### config.mk
export PLATFORM = sky130hd
export DESIGN_NAME = sim_clock_reset_status
export DESIGN_NICKNAME = d
export VERILOG_FILES = /design/src/pkg/sysint_pkg.sv /design/src/sim_clock_reset_status.sv
export SDC_FILE = /design/constraint.sdc
export NUM_CORES = 1
export LEC_CHECK = 0
export CORE_ASPECT_RATIO = 0.5
export CORE_MARGIN = 2
export CORE_UTILIZATION = 52
export DETAILED_ROUTE_END_ITERATION = 10
export DONT_BUFFER_PORTS = 1
export PLACE_DENSITY = 0.67
export SLEW_MARGIN = 15
export SYNTH_ARGS = -nofsm -noshare
export SYNTH_HDL_FRONTEND = slang
export SYNTH_SLANG_ARGS = --single-unit
### constraint.sdc
create_clock -name mclk_in -period 2.24 [get_ports mclk_in]
set_input_delay 0.112 -clock mclk_in [delete_from_list [all_inputs] [get_ports mclk_in]]
set_output_delay 0.112 -clock mclk_in [all_outputs]
set_load 0.02 [all_outputs]
### src/pkg/sysint_pkg.sv
// Package with register map, field layout and timing constants.
package sysint_pkg;

    // ---------------------------------------------------------------
    // Register map
    // ---------------------------------------------------------------
    localparam logic [3:0] ADDR_RESET_SOURCE = 4'h1;
    localparam logic [3:0] ADDR_BREAK_FLAG = 4'h3;
    localparam logic [3:0] ADDR_CONTROL = 4'h4;
    localparam logic [3:0] ADDR_IRQ_STATUS = 4'h5;
    localparam logic [3:0] ADDR_IRQ_MASK = 4'h6;
    localparam logic [3:0] ADDR_STATE = 4'h7;

    // ---------------------------------------------------------------
    // Reset source field positions
    // ---------------------------------------------------------------
    localparam int BIT_LOW_VOLTAGE = 1;
    localparam int BIT_MONITOR = 2;
    localparam int BIT_ILLEGAL_ADDR = 3;
    localparam int BIT_ILLEGAL_OP = 4;
    localparam int BIT_WATCHDOG = 5;
    localparam int BIT_PIN = 6;

    // Control register bits.
    localparam int BIT_SHORT_STOP = 0;
    localparam int BIT_INTERNAL_OSC_CLOCK_DIS = 1;
    localparam int BIT_OSC_EN = 2;

    // Interrupt status bits.
    localparam int IRQ_TIMEOUT_DONE = 0;
    localparam int IRQ_STOP_ENTER = 1;
    localparam int IRQ_WAIT_ENTER = 2;

    localparam logic [7:0] CONTROL_RESET = 8'h04;
    localparam logic [7:0] ZERO_BYTE = 8'h00;

    // ---------------------------------------------------------------
    // Timing
    // ---------------------------------------------------------------
    localparam int CLK_PERIOD_NS = 100;
    localparam int POR_TIMEOUT_CYCLES = 4096;
    localparam int STOP_LONG_CYCLES = 4096;
    localparam int STOP_SHORT_CYCLES = 32;
    localparam int BUS_DIVIDE = 4;

    // Top-level phase of the clock gate.
    typedef enum logic [1:0] {
        PH_POR = 2'b00,
        PH_RUN = 2'b01,
        PH_STOP = 2'b10,
        PH_DELAY = 2'b11
    } phase_type;

    // Reset cause inputs travel together.
    typedef struct packed {
        logic power_on;
        logic low_voltage;
        logic pin;
        logic watchdog;
        logic illegal_op;
        logic illegal_addr;
        logic monitor;
    } reset_cause_type;

    // Whole state of the block.
    typedef struct packed {
        phase_type phase;
        logic [12:0] count;
        logic [1:0] div;
        logic [7:0] reset_source_status;
        logic break_clear_enable;
        logic [7:0] ctrl;
        logic [7:0] irq_st;
        logic [7:0] irq_mask;
        logic [7:0] rdata;
        logic bus_tick;
        logic rst_pin_low;
    } state_type;

endpackage

### src/sim_clock_reset_status.sv
// Clock gating, bus divider and reset-source status for the system unit.
//
// Overview of operation
// - Bus clock is oscillator divided by four.
// - Hold clocks 4096 cycles after power-on.
// - Drive reset pin low during timeout.
// - Bus clocks start when timeout completes.
// - Stop exit waits on delay counter.
// - Stop delay selectable 4096 or 32.
// - Wait stops CPU, peripherals keep clocks.
// - Pin flag marks external pin reset.
// - Watchdog flag marks watchdog reset.
// - Illegal opcode flag marks opcode reset.
// - Illegal address flag on fetches only.
// - Monitor flag marks monitor entry reset.
// - Low voltage flag marks inhibit reset.
// - Power-on or read clears all flags.
// - In break, clear only when enabled.
// - Drive oscillator enable output.
// - Oscillator clock used undivided.
// - Stop disables oscillator if configured.
//
// Chosen here: the placing of the registers and strobed register access.
`timescale 1ns/10ps
module sim_clock_reset_status (
    // Clock and reset.
    input wire logic mclk_in,
    input wire logic rst_n_in,
    // Reset causes and mode requests.
    input wire sysint_pkg::reset_cause_type cause_in,
    input wire logic illegal_is_fetch_in,
    input wire logic stop_req_in,
    input wire logic wait_req_in,
    input wire logic wake_in,
    input wire logic break_in,
    // Register port.
    input wire logic [3:0] addr_in,
    input wire logic [7:0] wdata_in,
    input wire logic wr_in,
    input wire logic rd_in,
    output logic [7:0] rdata_out,
    // Clock enables and pins.
    output logic bus_tick_out,
    output logic cpu_clk_en_out,
    output logic periph_clk_en_out,
    output logic reset_pin_low_out,
    output logic oscillator_enable_out,
    output logic irq_out
);

    // ---------------------------------------------------------------
    // State
    // ---------------------------------------------------------------
    sysint_pkg::state_type q;
    sysint_pkg::state_type d;
    logic [12:0] term;
    logic clear_ok;
    logic running;
    logic [7:0] events;
    logic [7:0] causes;

    // Terminal count of the active timeout minus one.
    always_comb begin
        if (q.phase == sysint_pkg::PH_DELAY &&
            q.ctrl[sysint_pkg::BIT_SHORT_STOP]) begin
            term = 13'(sysint_pkg::STOP_SHORT_CYCLES - 1);
        end else if (q.phase == sysint_pkg::PH_DELAY) begin
            term = 13'(sysint_pkg::STOP_LONG_CYCLES - 1);
        end else begin
            term = 13'(sysint_pkg::POR_TIMEOUT_CYCLES - 1);
        end
    end

    // Flags may be cleared only outside break or with enable set.
    assign clear_ok = !break_in || q.break_clear_enable;
    assign running = q.phase == sysint_pkg::PH_RUN;

    // Cause flags gathered at bit positions.
    always_comb begin
        causes = sysint_pkg::ZERO_BYTE;
        causes[sysint_pkg::BIT_PIN] = cause_in.pin;
        causes[sysint_pkg::BIT_WATCHDOG] = cause_in.watchdog;
        causes[sysint_pkg::BIT_ILLEGAL_OP] = cause_in.illegal_op;
        // Data accesses to bad addresses never flag here.
        causes[sysint_pkg::BIT_ILLEGAL_ADDR] =
            cause_in.illegal_addr && illegal_is_fetch_in;
        causes[sysint_pkg::BIT_MONITOR] = cause_in.monitor;
        causes[sysint_pkg::BIT_LOW_VOLTAGE] = cause_in.low_voltage;
    end

    // ---------------------------------------------------------------
    // Next-state logic
    // ---------------------------------------------------------------
    always_comb begin
        d = q;
        events = sysint_pkg::ZERO_BYTE;
        d.bus_tick = 1'b0;
        d.rdata = sysint_pkg::ZERO_BYTE;
        case (q.phase)
            sysint_pkg::PH_POR, sysint_pkg::PH_DELAY: begin
                // Counter runs on the raw oscillator clock.
                d.count = q.count + 13'h0001;
                d.div = 2'h0;
                if (q.count == term) begin
                    d.phase = sysint_pkg::PH_RUN;
                    d.count = 13'h0000;
                    events[sysint_pkg::IRQ_TIMEOUT_DONE] = 1'b1;
                end
            end
            sysint_pkg::PH_RUN: begin
                // Divide by four for the bus tick.
                d.div = q.div + 2'h1;
                d.bus_tick = q.div == 2'(sysint_pkg::BUS_DIVIDE - 1);
                if (stop_req_in) begin
                    d.phase = sysint_pkg::PH_STOP;
                    events[sysint_pkg::IRQ_STOP_ENTER] = 1'b1;
                end
                if (wait_req_in) begin
                    events[sysint_pkg::IRQ_WAIT_ENTER] = 1'b1;
                end
            end
            sysint_pkg::PH_STOP: begin
                if (wake_in || break_in) begin
                    d.phase = sysint_pkg::PH_DELAY;
                    d.count = 13'h0000;
                end
            end
            default: begin
                d.phase = sysint_pkg::PH_POR;
            end
        endcase

        // Register reads; reading the source register clears it when clear_ok allows.
        if (rd_in) begin
            case (addr_in)
                sysint_pkg::ADDR_RESET_SOURCE: begin
                    d.rdata = q.reset_source_status;
                    if (clear_ok) begin
                        d.reset_source_status = sysint_pkg::ZERO_BYTE;
                    end
                end
                sysint_pkg::ADDR_BREAK_FLAG: d.rdata = {q.break_clear_enable, 7'h00};
                sysint_pkg::ADDR_CONTROL: d.rdata = q.ctrl;
                sysint_pkg::ADDR_IRQ_STATUS: d.rdata = q.irq_st;
                sysint_pkg::ADDR_IRQ_MASK: d.rdata = q.irq_mask;
                sysint_pkg::ADDR_STATE: d.rdata = {6'h00, q.phase};
                default: d.rdata = sysint_pkg::ZERO_BYTE;
            endcase
        end

        // Register writes.
        if (wr_in) begin
            case (addr_in)
                sysint_pkg::ADDR_BREAK_FLAG: d.break_clear_enable = wdata_in[7];
                sysint_pkg::ADDR_CONTROL: d.ctrl = wdata_in;
                sysint_pkg::ADDR_IRQ_STATUS: begin
                    if (clear_ok) begin
                        d.irq_st = q.irq_st & ~wdata_in;
                    end
                end
                sysint_pkg::ADDR_IRQ_MASK: d.irq_mask = wdata_in;
                default: begin
                end
            endcase
        end

        // New events win over a clear in the same cycle.
        d.irq_st = d.irq_st | events;

        // Reset pin is held low only through the power-on timeout.
        d.rst_pin_low = d.phase == sysint_pkg::PH_POR;
    end

    // ---------------------------------------------------------------
    // State register
    // ---------------------------------------------------------------
    // A power-on or low-voltage cause restarts the power-on timeout.
    always_ff @(posedge mclk_in) begin
        if (!rst_n_in) begin
            q.phase <= sysint_pkg::PH_POR;
            q.count <= 13'h0000;
            q.div <= 2'h0;
            q.reset_source_status <= sysint_pkg::ZERO_BYTE;
            q.break_clear_enable <= 1'b0;
            q.ctrl <= sysint_pkg::CONTROL_RESET;
            q.irq_st <= sysint_pkg::ZERO_BYTE;
            q.irq_mask <= sysint_pkg::ZERO_BYTE;
            q.rdata <= sysint_pkg::ZERO_BYTE;
            q.bus_tick <= 1'b0;
            q.rst_pin_low <= 1'b1;
        end else if (cause_in.power_on) begin
            q <= d;
            q.phase <= sysint_pkg::PH_POR;
            q.count <= 13'h0000;
            q.reset_source_status <= sysint_pkg::ZERO_BYTE;
            q.rst_pin_low <= 1'b1;
        end else if (cause_in.low_voltage) begin
            q <= d;
            q.phase <= sysint_pkg::PH_POR;
            q.count <= 13'h0000;
            q.reset_source_status <= causes;
            q.rst_pin_low <= 1'b1;
        end else if (|causes) begin
            // Last reset wins: flags show only the latest cause.
            q <= d;
            q.reset_source_status <= causes;
        end else begin
            q <= d;
        end
    end

    // ---------------------------------------------------------------
    // Outputs
    // ---------------------------------------------------------------
    assign rdata_out = q.rdata;
    assign bus_tick_out = q.bus_tick;
    // CPU pauses in wait; peripherals keep running.
    assign cpu_clk_en_out = running && !wait_req_in;
    assign periph_clk_en_out = running;
    assign reset_pin_low_out = q.rst_pin_low;
    // Oscillator follows the enable bit and is off in stop when the disable bit is set.
    assign oscillator_enable_out = q.ctrl[sysint_pkg::BIT_OSC_EN] &&
        !(q.phase == sysint_pkg::PH_STOP &&
          q.ctrl[sysint_pkg::BIT_INTERNAL_OSC_CLOCK_DIS]);
    assign irq_out = |(q.irq_st & q.irq_mask);

    // ---------------------------------------------------------------
    // Checks
    // ---------------------------------------------------------------
    // The pin stays low for the whole power-on timeout.
    pin_low_por_a: assert property (
        @(posedge mclk_in) disable iff (!rst_n_in)
        q.phase == sysint_pkg::PH_POR
        |-> reset_pin_low_out)
        else $error("Reset pin not low in timeout.");

    // The pin is released once the clocks run.
    pin_release_a: assert property (
        @(posedge mclk_in) disable iff (!rst_n_in)
        running
        |-> !reset_pin_low_out)
        else $error("Reset pin held low while running.");

    // No peripheral clock outside the run phase.
    clk_gated_a: assert property (
        @(posedge mclk_in) disable iff (!rst_n_in)
        q.phase != sysint_pkg::PH_RUN
        |-> !periph_clk_en_out)
        else $error("Clock active before timeout.");

    // The processor clock is held off through the timeout.
    por_cpu_off_a: assert property (
        @(posedge mclk_in) disable iff (!rst_n_in)
        q.phase == sysint_pkg::PH_POR
        |-> !cpu_clk_en_out)
        else $error("CPU clock active in timeout.");

    // The terminal count of the power-on timeout starts the clocks.
    por_end_a: assert property (
        @(posedge mclk_in) disable iff (!rst_n_in)
        q.phase == sysint_pkg::PH_POR && q.count == term &&
        !cause_in.power_on && !cause_in.low_voltage
        |=> running)
        else $error("Timeout did not end at terminal count.");

    // A tick is followed by three quiet cycles.
    bus_div_a: assert property (
        @(posedge mclk_in) disable iff (!rst_n_in)
        bus_tick_out && running && $stable(running)
        |=> !bus_tick_out ##1 !bus_tick_out ##1 !bus_tick_out)
        else $error("Bus tick not divided by four.");

    // The short delay ends thirty-two cycles after stop exit.
    short_stop_a: assert property (
        @(posedge mclk_in) disable iff
        (!rst_n_in || cause_in.power_on || cause_in.low_voltage)
        $rose(q.phase == sysint_pkg::PH_DELAY) &&
        q.ctrl[sysint_pkg::BIT_SHORT_STOP] && !wr_in
        |-> ##32 running)
        else $error("Short stop delay wrong.");

    // The delay counter starts from zero on every stop exit.
    count_clear_a: assert property (
        @(posedge mclk_in) disable iff (!rst_n_in)
        $rose(q.phase == sysint_pkg::PH_DELAY)
        |-> q.count == 13'h0000)
        else $error("Stop delay counter not cleared.");

    // Clocks stay off in stop and in the stop-exit delay.
    delay_gated_a: assert property (
        @(posedge mclk_in) disable iff (!rst_n_in)
        q.phase == sysint_pkg::PH_DELAY || q.phase == sysint_pkg::PH_STOP
        |-> !cpu_clk_en_out && !periph_clk_en_out)
        else $error("Clock active in stop delay.");

    // The stop delay releases the clocks at its terminal count.
    stop_end_a: assert property (
        @(posedge mclk_in) disable iff (!rst_n_in)
        q.phase == sysint_pkg::PH_DELAY && q.count == term &&
        !cause_in.power_on && !cause_in.low_voltage
        |=> running)
        else $error("Stop delay did not end.");

    // A read outside break clears the source flags.
    rsr_read_a: assert property (
        @(posedge mclk_in) disable iff (!rst_n_in)
        rd_in && addr_in == sysint_pkg::ADDR_RESET_SOURCE &&
        !break_in && !(|causes) && !cause_in.power_on
        |=> q.reset_source_status == 8'h00)
        else $error("Source flags not cleared on read.");

    // A power-on cause leaves no flag standing.
    por_clear_a: assert property (
        @(posedge mclk_in) disable iff (!rst_n_in)
        cause_in.power_on
        |=> q.reset_source_status == 8'h00)
        else $error("Source flags kept over power-on.");

    // In break with clearing disabled the flags must survive a read.
    break_hold_a: assert property (
        @(posedge mclk_in) disable iff (!rst_n_in)
        rd_in && addr_in == sysint_pkg::ADDR_RESET_SOURCE &&
        break_in && !q.break_clear_enable && !(|causes) && !cause_in.power_on
        |=> $stable(q.reset_source_status))
        else $error("Flags cleared in break.");

    // In break with clearing enabled a read still clears.
    break_clear_a: assert property (
        @(posedge mclk_in) disable iff (!rst_n_in)
        rd_in && addr_in == sysint_pkg::ADDR_RESET_SOURCE &&
        break_in && q.break_clear_enable && !(|causes) && !cause_in.power_on
        |=> q.reset_source_status == 8'h00)
        else $error("Flags kept in break with clearing enabled.");

    // A pin reset shows in the pin flag.
    pin_flag_a: assert property (
        @(posedge mclk_in) disable iff (!rst_n_in)
        cause_in.pin && !cause_in.power_on && !cause_in.low_voltage
        |=> q.reset_source_status[sysint_pkg::BIT_PIN])
        else $error("Pin flag not set.");

    // A watchdog reset shows in the watchdog flag.
    dog_flag_a: assert property (
        @(posedge mclk_in) disable iff (!rst_n_in)
        cause_in.watchdog && !cause_in.power_on && !cause_in.low_voltage
        |=> q.reset_source_status[sysint_pkg::BIT_WATCHDOG])
        else $error("Watchdog flag not set.");

    // An illegal opcode reset shows in its flag.
    illop_flag_a: assert property (
        @(posedge mclk_in) disable iff (!rst_n_in)
        cause_in.illegal_op && !cause_in.power_on && !cause_in.low_voltage
        |=> q.reset_source_status[sysint_pkg::BIT_ILLEGAL_OP])
        else $error("Illegal opcode flag not set.");

    // Data accesses to bad addresses must not flag.
    iaddr_a: assert property (
        @(posedge mclk_in) disable iff (!rst_n_in)
        cause_in.illegal_addr && !illegal_is_fetch_in &&
        !cause_in.power_on
        |=> !q.reset_source_status[sysint_pkg::BIT_ILLEGAL_ADDR])
        else $error("Data access flagged address.");

    // A monitor entry reset shows in its flag.
    mon_flag_a: assert property (
        @(posedge mclk_in) disable iff (!rst_n_in)
        cause_in.monitor && !cause_in.power_on && !cause_in.low_voltage
        |=> q.reset_source_status[sysint_pkg::BIT_MONITOR])
        else $error("Monitor flag not set.");

    // A low-voltage reset shows in its flag.
    lv_flag_a: assert property (
        @(posedge mclk_in) disable iff (!rst_n_in)
        cause_in.low_voltage && !cause_in.power_on
        |=> q.reset_source_status[sysint_pkg::BIT_LOW_VOLTAGE])
        else $error("Low voltage flag not set.");

    // The oscillator runs outside stop while it is enabled.
    osc_run_a: assert property (
        @(posedge mclk_in) disable iff (!rst_n_in)
        q.ctrl[sysint_pkg::BIT_OSC_EN] && q.phase != sysint_pkg::PH_STOP
        |-> oscillator_enable_out)
        else $error("Oscillator off outside stop.");

    // The disable bit turns the oscillator off in stop.
    osc_off_a: assert property (
        @(posedge mclk_in) disable iff (!rst_n_in)
        q.phase == sysint_pkg::PH_STOP && q.ctrl[sysint_pkg::BIT_INTERNAL_OSC_CLOCK_DIS]
        |-> !oscillator_enable_out)
        else $error("Oscillator on in stop.");

    // Wait stops the processor only; peripherals keep their clock.
    wait_cpu_a: assert property (
        @(posedge mclk_in) disable iff (!rst_n_in)
        wait_req_in && running
        |-> !cpu_clk_en_out && periph_clk_en_out)
        else $error("Wait clock gating wrong.");

    // Read data stand only in the cycle after a read strobe.
    rdata_idle_a: assert property (
        @(posedge mclk_in) disable iff (!rst_n_in)
        !rd_in
        |=> rdata_out == 8'h00)
        else $error("Read data outside read cycle.");

endmodule // sim_clock_reset_status

==> impl_metrics.ini, run 1 <==
[clock_network]
htree_levels = 3
clk_pin_slew_worst_paths_ns = 0.07
clock_latency_ns = 0.34
cts-buffers-inserted = 9
cts_tree = yes
cts_sinks = 58
cts_buffer_depth = 2
postCtsSetupRepairBufs = 0
ctsHoldBuffers = 22
post_cts_resized = 0
root_buffer = clkbuf_8

[grt]
grt_pass1_vias = 2452
track_usage = 0.258
grt_overflow = 0
grt_pass1_wl_um = 12100
grt_max_degree = 29
antenna_found_initial = 0

[place]
portBuffers = 0
post-place-cells = 386
gp_congestion = 0.860
dp_hpwl_um = 4580

[floorplanning]
die_width_um = 108
pin_count = 42
die-height_um = 55.9
rows = 18
core_area_um2 = 5040
dieArea_um2 = 6020
start_util = 0.555

[final_layout]
area_growth_pct = 16.0
nets = 383
drive_above_1_share = 0.127
filler_cell_count = 458
antenna_cells = 0
instances_no_fill = 424

[yosys]
syn_area_per_cell_um2 = 8.48
ys_warn_count = 0
ys.flop_type = dfxtp_1
synthArstFlopShare = 0
synth-seq-area-share = 0.415
synthTopCellsByArea = dfxtp_1 (41%), nand2_1 (6.2%), nand3_1 (5.2%)
syn_inst = 330
syn_nets = 364
synth_top_area_frac = 0.415
synth.distinct_cells = 45
synth.cell_area_um2 = 2800
synth_commonest_cells = dfxtp_1 (58), nand2_1 (46), nand3_1 (29)
ys_seq_elements = 58
synth_edf_count = 0
yosysMostFrequentCell = dfxtp_1
yosys.area.top_type = dfxtp_1

[timing]
period_minus_slack_ns = 1.97
setup_tns_ns = 0
rsz0062_at_grt = no
timing_worst_slew_pin_value_ns = 0.888
maxSlewViolCount = 0
setup_violations = 0
slew-limit-headroom = 0.406
max_freq_ghz = 0.508
finalCritPeriodShare = 0.879
hold_viol_final = 0
fin_skew_ns = 0.0142

[drt]
drt_iter0_drc = 200
vias = 2480
drt_wl_total_um = 7000
remaining_drc_errors = 0
drtPass1Iterations = 4
wl_per_cell_um = 16.5
drtAntennaViolNets = 0
viasPerCell = 5.85

[setup_path]
path_cells = inv_1 > ha_1 > nand2b_1 > or3_1 > or3_1 > a31oi_1
start_kind = flop
crit_slowest_cell = ha_1
end_kind = flop
worstSetupPathType = flop to flop
path_max_fanout = 7
path_common_cell = or3_1
cp_data_arrival_time_ns = 2.23
cp_slowest_stage_delay_ns = 0.41
cp.required_ns = 2.50

[run_status]
status = finished clean

[power]
powerDensity_nw_per_um2 = 653
vdd_drop_max_mv = 0.437
power.leakage_nw = 1.12

[worst_hold_path]
hold_path.class = input port to flop

[job]
maxCapViolations = 0
-- flip-flops by register name (all words and copies together) (netlist names) --
| name | count |
|---|---|
| bus_tick_out | 1 |
| reset_pin_low_out | 1 |
| q | 48 |
| rdata_out | 8 |
-- path summary, 6_finish.rpt --
check / startpoint / cells past startpoint / slack [ns] / to
setup / recovery: q[58] / 6 / 0.27 / q[55]
hold / removal: wr_in / 3 / 0.05 / q[34]
setup reg to reg: q[58] / 6 / 0.27 / q[55]
hold reg to reg: q[23] / 2 / 0.46 / q[23]
-- per-stage QoR --
step / setup slack [ns] / hold slack (ns) / instance area, um2 / total power (W) / utilization
detailed placement: 0.294 / 0.193 / 2830 / 0.00113 / 0.560
floorplan: 0.291 / 0.199 / 2800 / 0.00113 / -
CTS: 0.270 / 0.0318 / 3250 / 0.00214 / 0.644
finish: 0.271 / 0.0472 / 3250 / 0.00212 / 0.644
global route: 0.0945 / 0.0660 / 3250 / 0.00220 / 0.644
global placement: 0.348 / 0.190 / 2830 / 0.00113 / 0.560
-- final cells by class --
type	instances	area, um2	area share
sequential	58	1160	0.357
clock inverter	7	77.6	0.0239
inverter	4	15.0	0.00462
clock buffer	9	124	0.0381
multi-input combinational	245	1500	0.460
timing repair buffer	31	288	0.0886
tap	70	87.6	0.0270
-- critical path: cells and delay by family, from the launching register on --
family,cells,cell delay [ns]
flops,1,0.39
compound gates,1,0.15
fa+ha+maj,1,0.41
simple gates,3,0.86
buf+inv,1,0.09
-- cell usage in the layout (no fill, tap or decap), types with 2 or more instances in the layout --
cell type,count
a31oi_1,9
mux2_2,7
a21boi_1,9
inv_1,4
a21boi_0,11
and2_1,2
nor3_1,5
a222oi_1,5
or3_1,6
dlygate4sd3_1,22
a22oi_1,7
nand4_1,5
o21ai_1,3
nor2_1,26
nand3_1,29
nand2_1,46
dfxtp_1,58
ha_1,6
buf_4,9
or2_2,2
clkinv_4,3
a21oi_1,21
nor3_2,2
nand2b_1,5
nor2b_1,7
mux2i_1,2
clkbuf_8,9
o21ai_0,8
nand3b_1,4
a21bo_2,3
-- logic make-up after synthesis --
group	after synthesis	synth area share
flip-flops	58	0.415
AND/OR/NAND/NOR	150	0.282
adder cells (fa/ha/maj)	6	0.0268
XOR/XNOR	1	0.00313
multiplexers	9	0.0353
buffers and inverters	27	0.0510
AO/OA/AOI/OAI	79	0.187
-- per-layer routing --
| layer | routed length [um] | up-vias | GRT usage |
|---|---|---|---|
| met5 | 0 | - | 0 |
| met4 | 64 | 0 | 0.0934 |
| met3 | 434 | 8 | 0.0843 |
| met2 | 3360 | 77 | 0.408 |
| met1 | 3140 | 1179 | 0.330 |
| li1 | - | 1216 | - |
-- where the power goes --
| group | internal (W) | switching [W] |
|---|---|---|
| registers | 0.00104 | 0.00000684 |
| logic | 0.0000521 | 0.0000507 |
| clock network | 0.000520 | 0.000450 |
| total | 0.00161 | 0.000508 |
Power figures use the tool's default switching activity.
==> inputs of run 2 (changes only) <==
Settings changed: PLACE_DENSITY 0.67 to default, PLACE_DENSITY_LB_ADDON from default to 0.15.
==> run 2 against run 1 <==
Net effect:
- maximum frequency decreased by 1.5%
- power down 5.3%
- via count is 0.81% higher
- first-iteration DRC count is 7.5% higher
- critical path depth did not move
==> impl_metrics.ini, run 2 (synthesized netlist as in run 1, its figures left out) <==
[run_status]
status = finished clean

[clock_network]
htree_levels = 3
cts_buffer_depth = 2
post_cts_resized = 0
clock_latency_ns = 0.35
cts-buffers-inserted = 9
root_buffer = clkbuf_8
cts_sinks = 58
cts_tree = yes
postCtsSetupRepairBufs = 0
ctsHoldBuffers = 24
clk_pin_slew_worst_paths_ns = 0.07

[final_layout]
largest_reg_flops = 48
filler_cell_count = 455
design_area_um2 = 3240
drive_above_1_share = 0.124
seq_area_um2 = 1160
antenna_cells = 0
top_register = q
nets = 384
layout_commonest_cell = dfxtp_1
area_growth_pct = 15.7
final_cell_mix = dfxtp_1 (58), nand2_1 (46), nand3_1 (29)
multiInputGateArea_um2 = 1500

[floorplanning]
dieArea_um2 = 6020
die-height_um = 55.9
start_util = 0.555
die_width_um = 108
rows = 18
core_area_um2 = 5040
pin_count = 42

[drt]
drtAntennaViolNets = 0
wirelength_met1_um = 3210
viasPerCell = 5.88
drt_wl_total_um = 7070
drt_iter0_drc = 215
dr.max_layer_used = met4
routed-wl-met2_um = 3400
remaining_drc_errors = 0
drtPass1Iterations = 7
wl_per_cell_um = 16.6
vias = 2500
dr_wl_met3_um = 413

[power]
combPwrFrac = 0.051
clkPwrFrac = 0.427
power_w = 0.00201
p_seq_frac = 0.522
swShare = 0.242
powerDensity_nw_per_um2 = 619
vdd_drop_max_mv = 0.442
power.leakage_nw = 1.12
p_int_w = 0.00152
switchingPower_w = 0.000485

[timing]
setup_tns_ns = 0
fin_skew_ns = 0.00707
period_minus_slack_ns = 2.00
rsz0062_at_grt = no
timing_worst_slew_pin_value_ns = 0.819
hold_viol_final = 0
slew-limit-headroom = 0.452
setup_violations = 0
finalCritPeriodShare = 0.893
whs_ns = 0.0528
maxSlewViolCount = 0
max_freq_ghz = 0.500

[grt]
grt_overflow = 0
grt_max_degree = 27
grt_pass1_wl_um = 11800
grt_pass1_vias = 2419
track_usage = 0.253
antenna_found_initial = 0

[setup_path]
reg2reg_depth = 6
reg2reg_to = reset_pin_low_out
timing.rr.start = q[45]
end_kind = flop
start_kind = flop
cp.required_ns = 2.48
worstSetupPathType = flop to flop
path_max_fanout = 6
r2r_setup_slack_ns = 0.24
cp_data_arrival_time_ns = 2.24

[worst_hold_path]
hold_depth = 3
hold_path.class = input port to flop
hold_end = q[34]
min-delay-start = wr_in

[place]
gp_congestion = 0.848
dp_hpwl_um = 4710
portBuffers = 0
dpl-instance-area_um2 = 2820

[job]
maxCapViolations = 0
==> run 2: per-stage QoR <==
step                instances  worst slack [ns]  utilization
finish                    425             0.240        0.642
global route              425            0.0735        0.642
CTS                       425             0.239        0.642
detailed placement        385             0.247        0.559
global placement          385             0.333        0.559
floorplan                 330             0.291            -
==> run 2: worst max-delay path, cell delays in order (launching register included) <==
cell     delay, ns
dfxtp_1       0.40
ha_1          0.28
nand4_2       0.25
nor4_4        0.47
o21ai_1       0.20
a21oi_1       0.23
nor2_1        0.06
==> run 2: power by group through the flow <==
stage	Clock (W)	Sequential, W	Combinational [W]
floorplan	0	0.00107	0.0000606
global placement	0	0.00107	0.0000561
detailed placement	0	0.00107	0.0000568
CTS	0.000878	0.00105	0.0000999
global route	0.000932	0.00105	0.000111
finish	0.000857	0.00105	0.000102
==> run 2: worst max-delay path by stage <==
| stage | startpoint | endpoint | slack, ns |
|---|---|---|---|
| 6_report | q[45] | reset_pin_low_out | 0.24 |
| 2_1_floorplan | q[58] | q[54] | 0.29 |
| 3_3_place_gp | q[58] | q[54] | 0.33 |
| 4_1_cts | q[45] | reset_pin_low_out | 0.24 |
| 3_5_place_dp | q[45] | reset_pin_low_out | 0.25 |
| 5_1_grt | q[45] | reset_pin_low_out | 0.07 |
==> run 2: layout make-up <==
class / instances / share of cell area
timing repair buffer: 32 / 0.0927
multi-input combinational: 245 / 0.462
tap: 70 / 0.0270
sequential: 58 / 0.358
clock inverter: 6 / 0.0131
inverter: 4 / 0.00463
clock buffer: 10 / 0.0425
==> run 2: routing by layer <==
layer	vias to the layer above	global-route usage
met3	9	0.0902
met4	0	0.0696
li1	1218	-
met2	59	0.413
met5	-	0
met1	1214	0.318
==> inputs of run 3 (changes only) <==
Settings changed: MAX_ROUTING_LAYER from default to met4.
==> run 3 against run 2 <==
Net effect:
- sequential cell count did not move
- maximum frequency about the same
- clock skew hardly changed
- final cell count is the same
- final area unchanged
- non-clock buffer count stayed put
- largest cell class unchanged
- largest power group unchanged
- clock power barely moved
- power decreased by 0.13%
==> impl_metrics.ini, run 3 (synthesized netlist as in run 1, its figures left out) <==
[run_status]
status = finished clean

[timing]
period_minus_slack_ns = 2.00
max_freq_ghz = 0.500
layout_setup_ws_ns = 0.240
setup_violations = 0
timing_worst_slew_pin_value_ns = 0.822
finalCritPeriodShare = 0.893
setup_tns_ns = 0
maxSlewViolCount = 0
fin_skew_ns = 0.00684
hold_viol_final = 0
slew-limit-headroom = 0.450
rsz0062_at_grt = no

[floorplanning]
die-height_um = 55.9
start_util = 0.555
dieArea_um2 = 6020
rows = 18
core_area_um2 = 5040
die_width_um = 108
pin_count = 42

[job]
maxCapViolations = 0

[grt]
antenna_found_initial = 0
grt_max_degree = 27
track_usage = 0.260
grt_pass1_vias = 2423
grt_pass1_wl_um = 11800
grt_overflow = 0

[clock_network]
postCtsSetupRepairBufs = 0
cts-buffers-inserted = 9
clk_pin_slew_worst_paths_ns = 0.07
htree_levels = 3
root_buffer = clkbuf_8
cts_tree = yes
cts_buffer_depth = 2
cts_sinks = 58
clock_latency_ns = 0.35

[power]
power_w = 0.00200
vdd_drop_max_mv = 0.442
swShare = 0.241
switchingPower_w = 0.000482
combPwrFrac = 0.051
powerDensity_nw_per_um2 = 619
p_seq_frac = 0.523
p_int_w = 0.00152
power.leakage_nw = 1.12
clkPwrFrac = 0.426

[final_layout]
drive_above_1_share = 0.124
nets = 384
area_growth_pct = 15.7
layout_commonest_cell = dfxtp_1
filler_cell_count = 455
final_cell_mix = dfxtp_1 (58), nand2_1 (46), nand3_1 (29)
final_util = 0.642
top_register = q
multiInputGateArea_um2 = 1500
antenna_cells = 0
largest_reg_flops = 48
seq_area_um2 = 1160

[drt]
wl_per_cell_um = 16.6
drt_wl_total_um = 7040
drtPass1Iterations = 5
drtAntennaViolNets = 0
viasPerCell = 5.87
vias = 2493
drt_iter0_drc = 173
remaining_drc_errors = 0

[place]
pre_cts_ws_ns = 0.247
gp_congestion = 0.861
dp_hpwl_um = 4710
portBuffers = 0

[setup_path]
path_max_fanout = 6
cp_data_arrival_time_ns = 2.24
cp.required_ns = 2.48
start_kind = flop
worstSetupPathType = flop to flop
end_kind = flop

[worst_hold_path]
hold_path.class = input port to flop
-- run 3: timing repair --
item | CTS | global route
hold buffers | 24 | 0
hold endpoints to repair | 35 | 0
gates resized for setup | 0 | 0
-- run 3: area by class of cell --
class / instances / share of cell area
clock inverter: 6 / 0.0131
inverter: 4 / 0.00463
clock buffer: 10 / 0.0425
tap: 70 / 0.0270
timing repair buffer: 32 / 0.0927
multi-input combinational: 245 / 0.462
sequential: 58 / 0.358
-- run 3: power by group through the flow --
stage / logic (W) / clock network [W] / registers (W)
2_1_floorplan: 0.0000606 / 0 / 0.00107
3_3_place_gp: 0.0000561 / 0 / 0.00107
3_5_place_dp: 0.0000568 / 0 / 0.00107
4_1_cts: 0.0000999 / 0.000878 / 0.00105
5_1_grt: 0.000111 / 0.000934 / 0.00105
6_report: 0.000102 / 0.000854 / 0.00105
-- run 3: worst max-delay path, stage by stage, from the launching register on --
cell and delay, ns:
dfxtp_1 0.40, ha_1 0.28, nand4_2 0.25, nor4_4 0.47, o21ai_1 0.20, a21oi_1 0.23, nor2_1 0.06
-- run 3: stage by stage --
step                      area [um2]  hold slack, ns  instances
after detailed placement        2820           0.192        385
after floorplan                 2800           0.199        330
after global routing            3240          0.0535        425
after global placement          2820           0.189        385
after CTS                       3240          0.0396        425
final                           3240          0.0544        425
-- run 3: path summary, 6_finish.rpt --
check | from | to | slack [ns] | depth (start not counted)
max reg2reg | q[45] | reset_pin_low_out | 0.24 | 6
min | wr_in | q[34] | 0.05 | 3
max | q[45] | reset_pin_low_out | 0.24 | 6
min reg2reg | q[33] | q[33] | 0.46 | 2
-- run 3: routing by layer --
layer / routed length, um / vias to the layer above / global-route usage
met5: 0 / - / -
met4: 75 / 0 / 0.0696
met3: 377 / 10 / 0.0855
met2: 3370 / 61 / 0.413
met1: 3210 / 1203 / 0.321
li1: - / 1219 / -
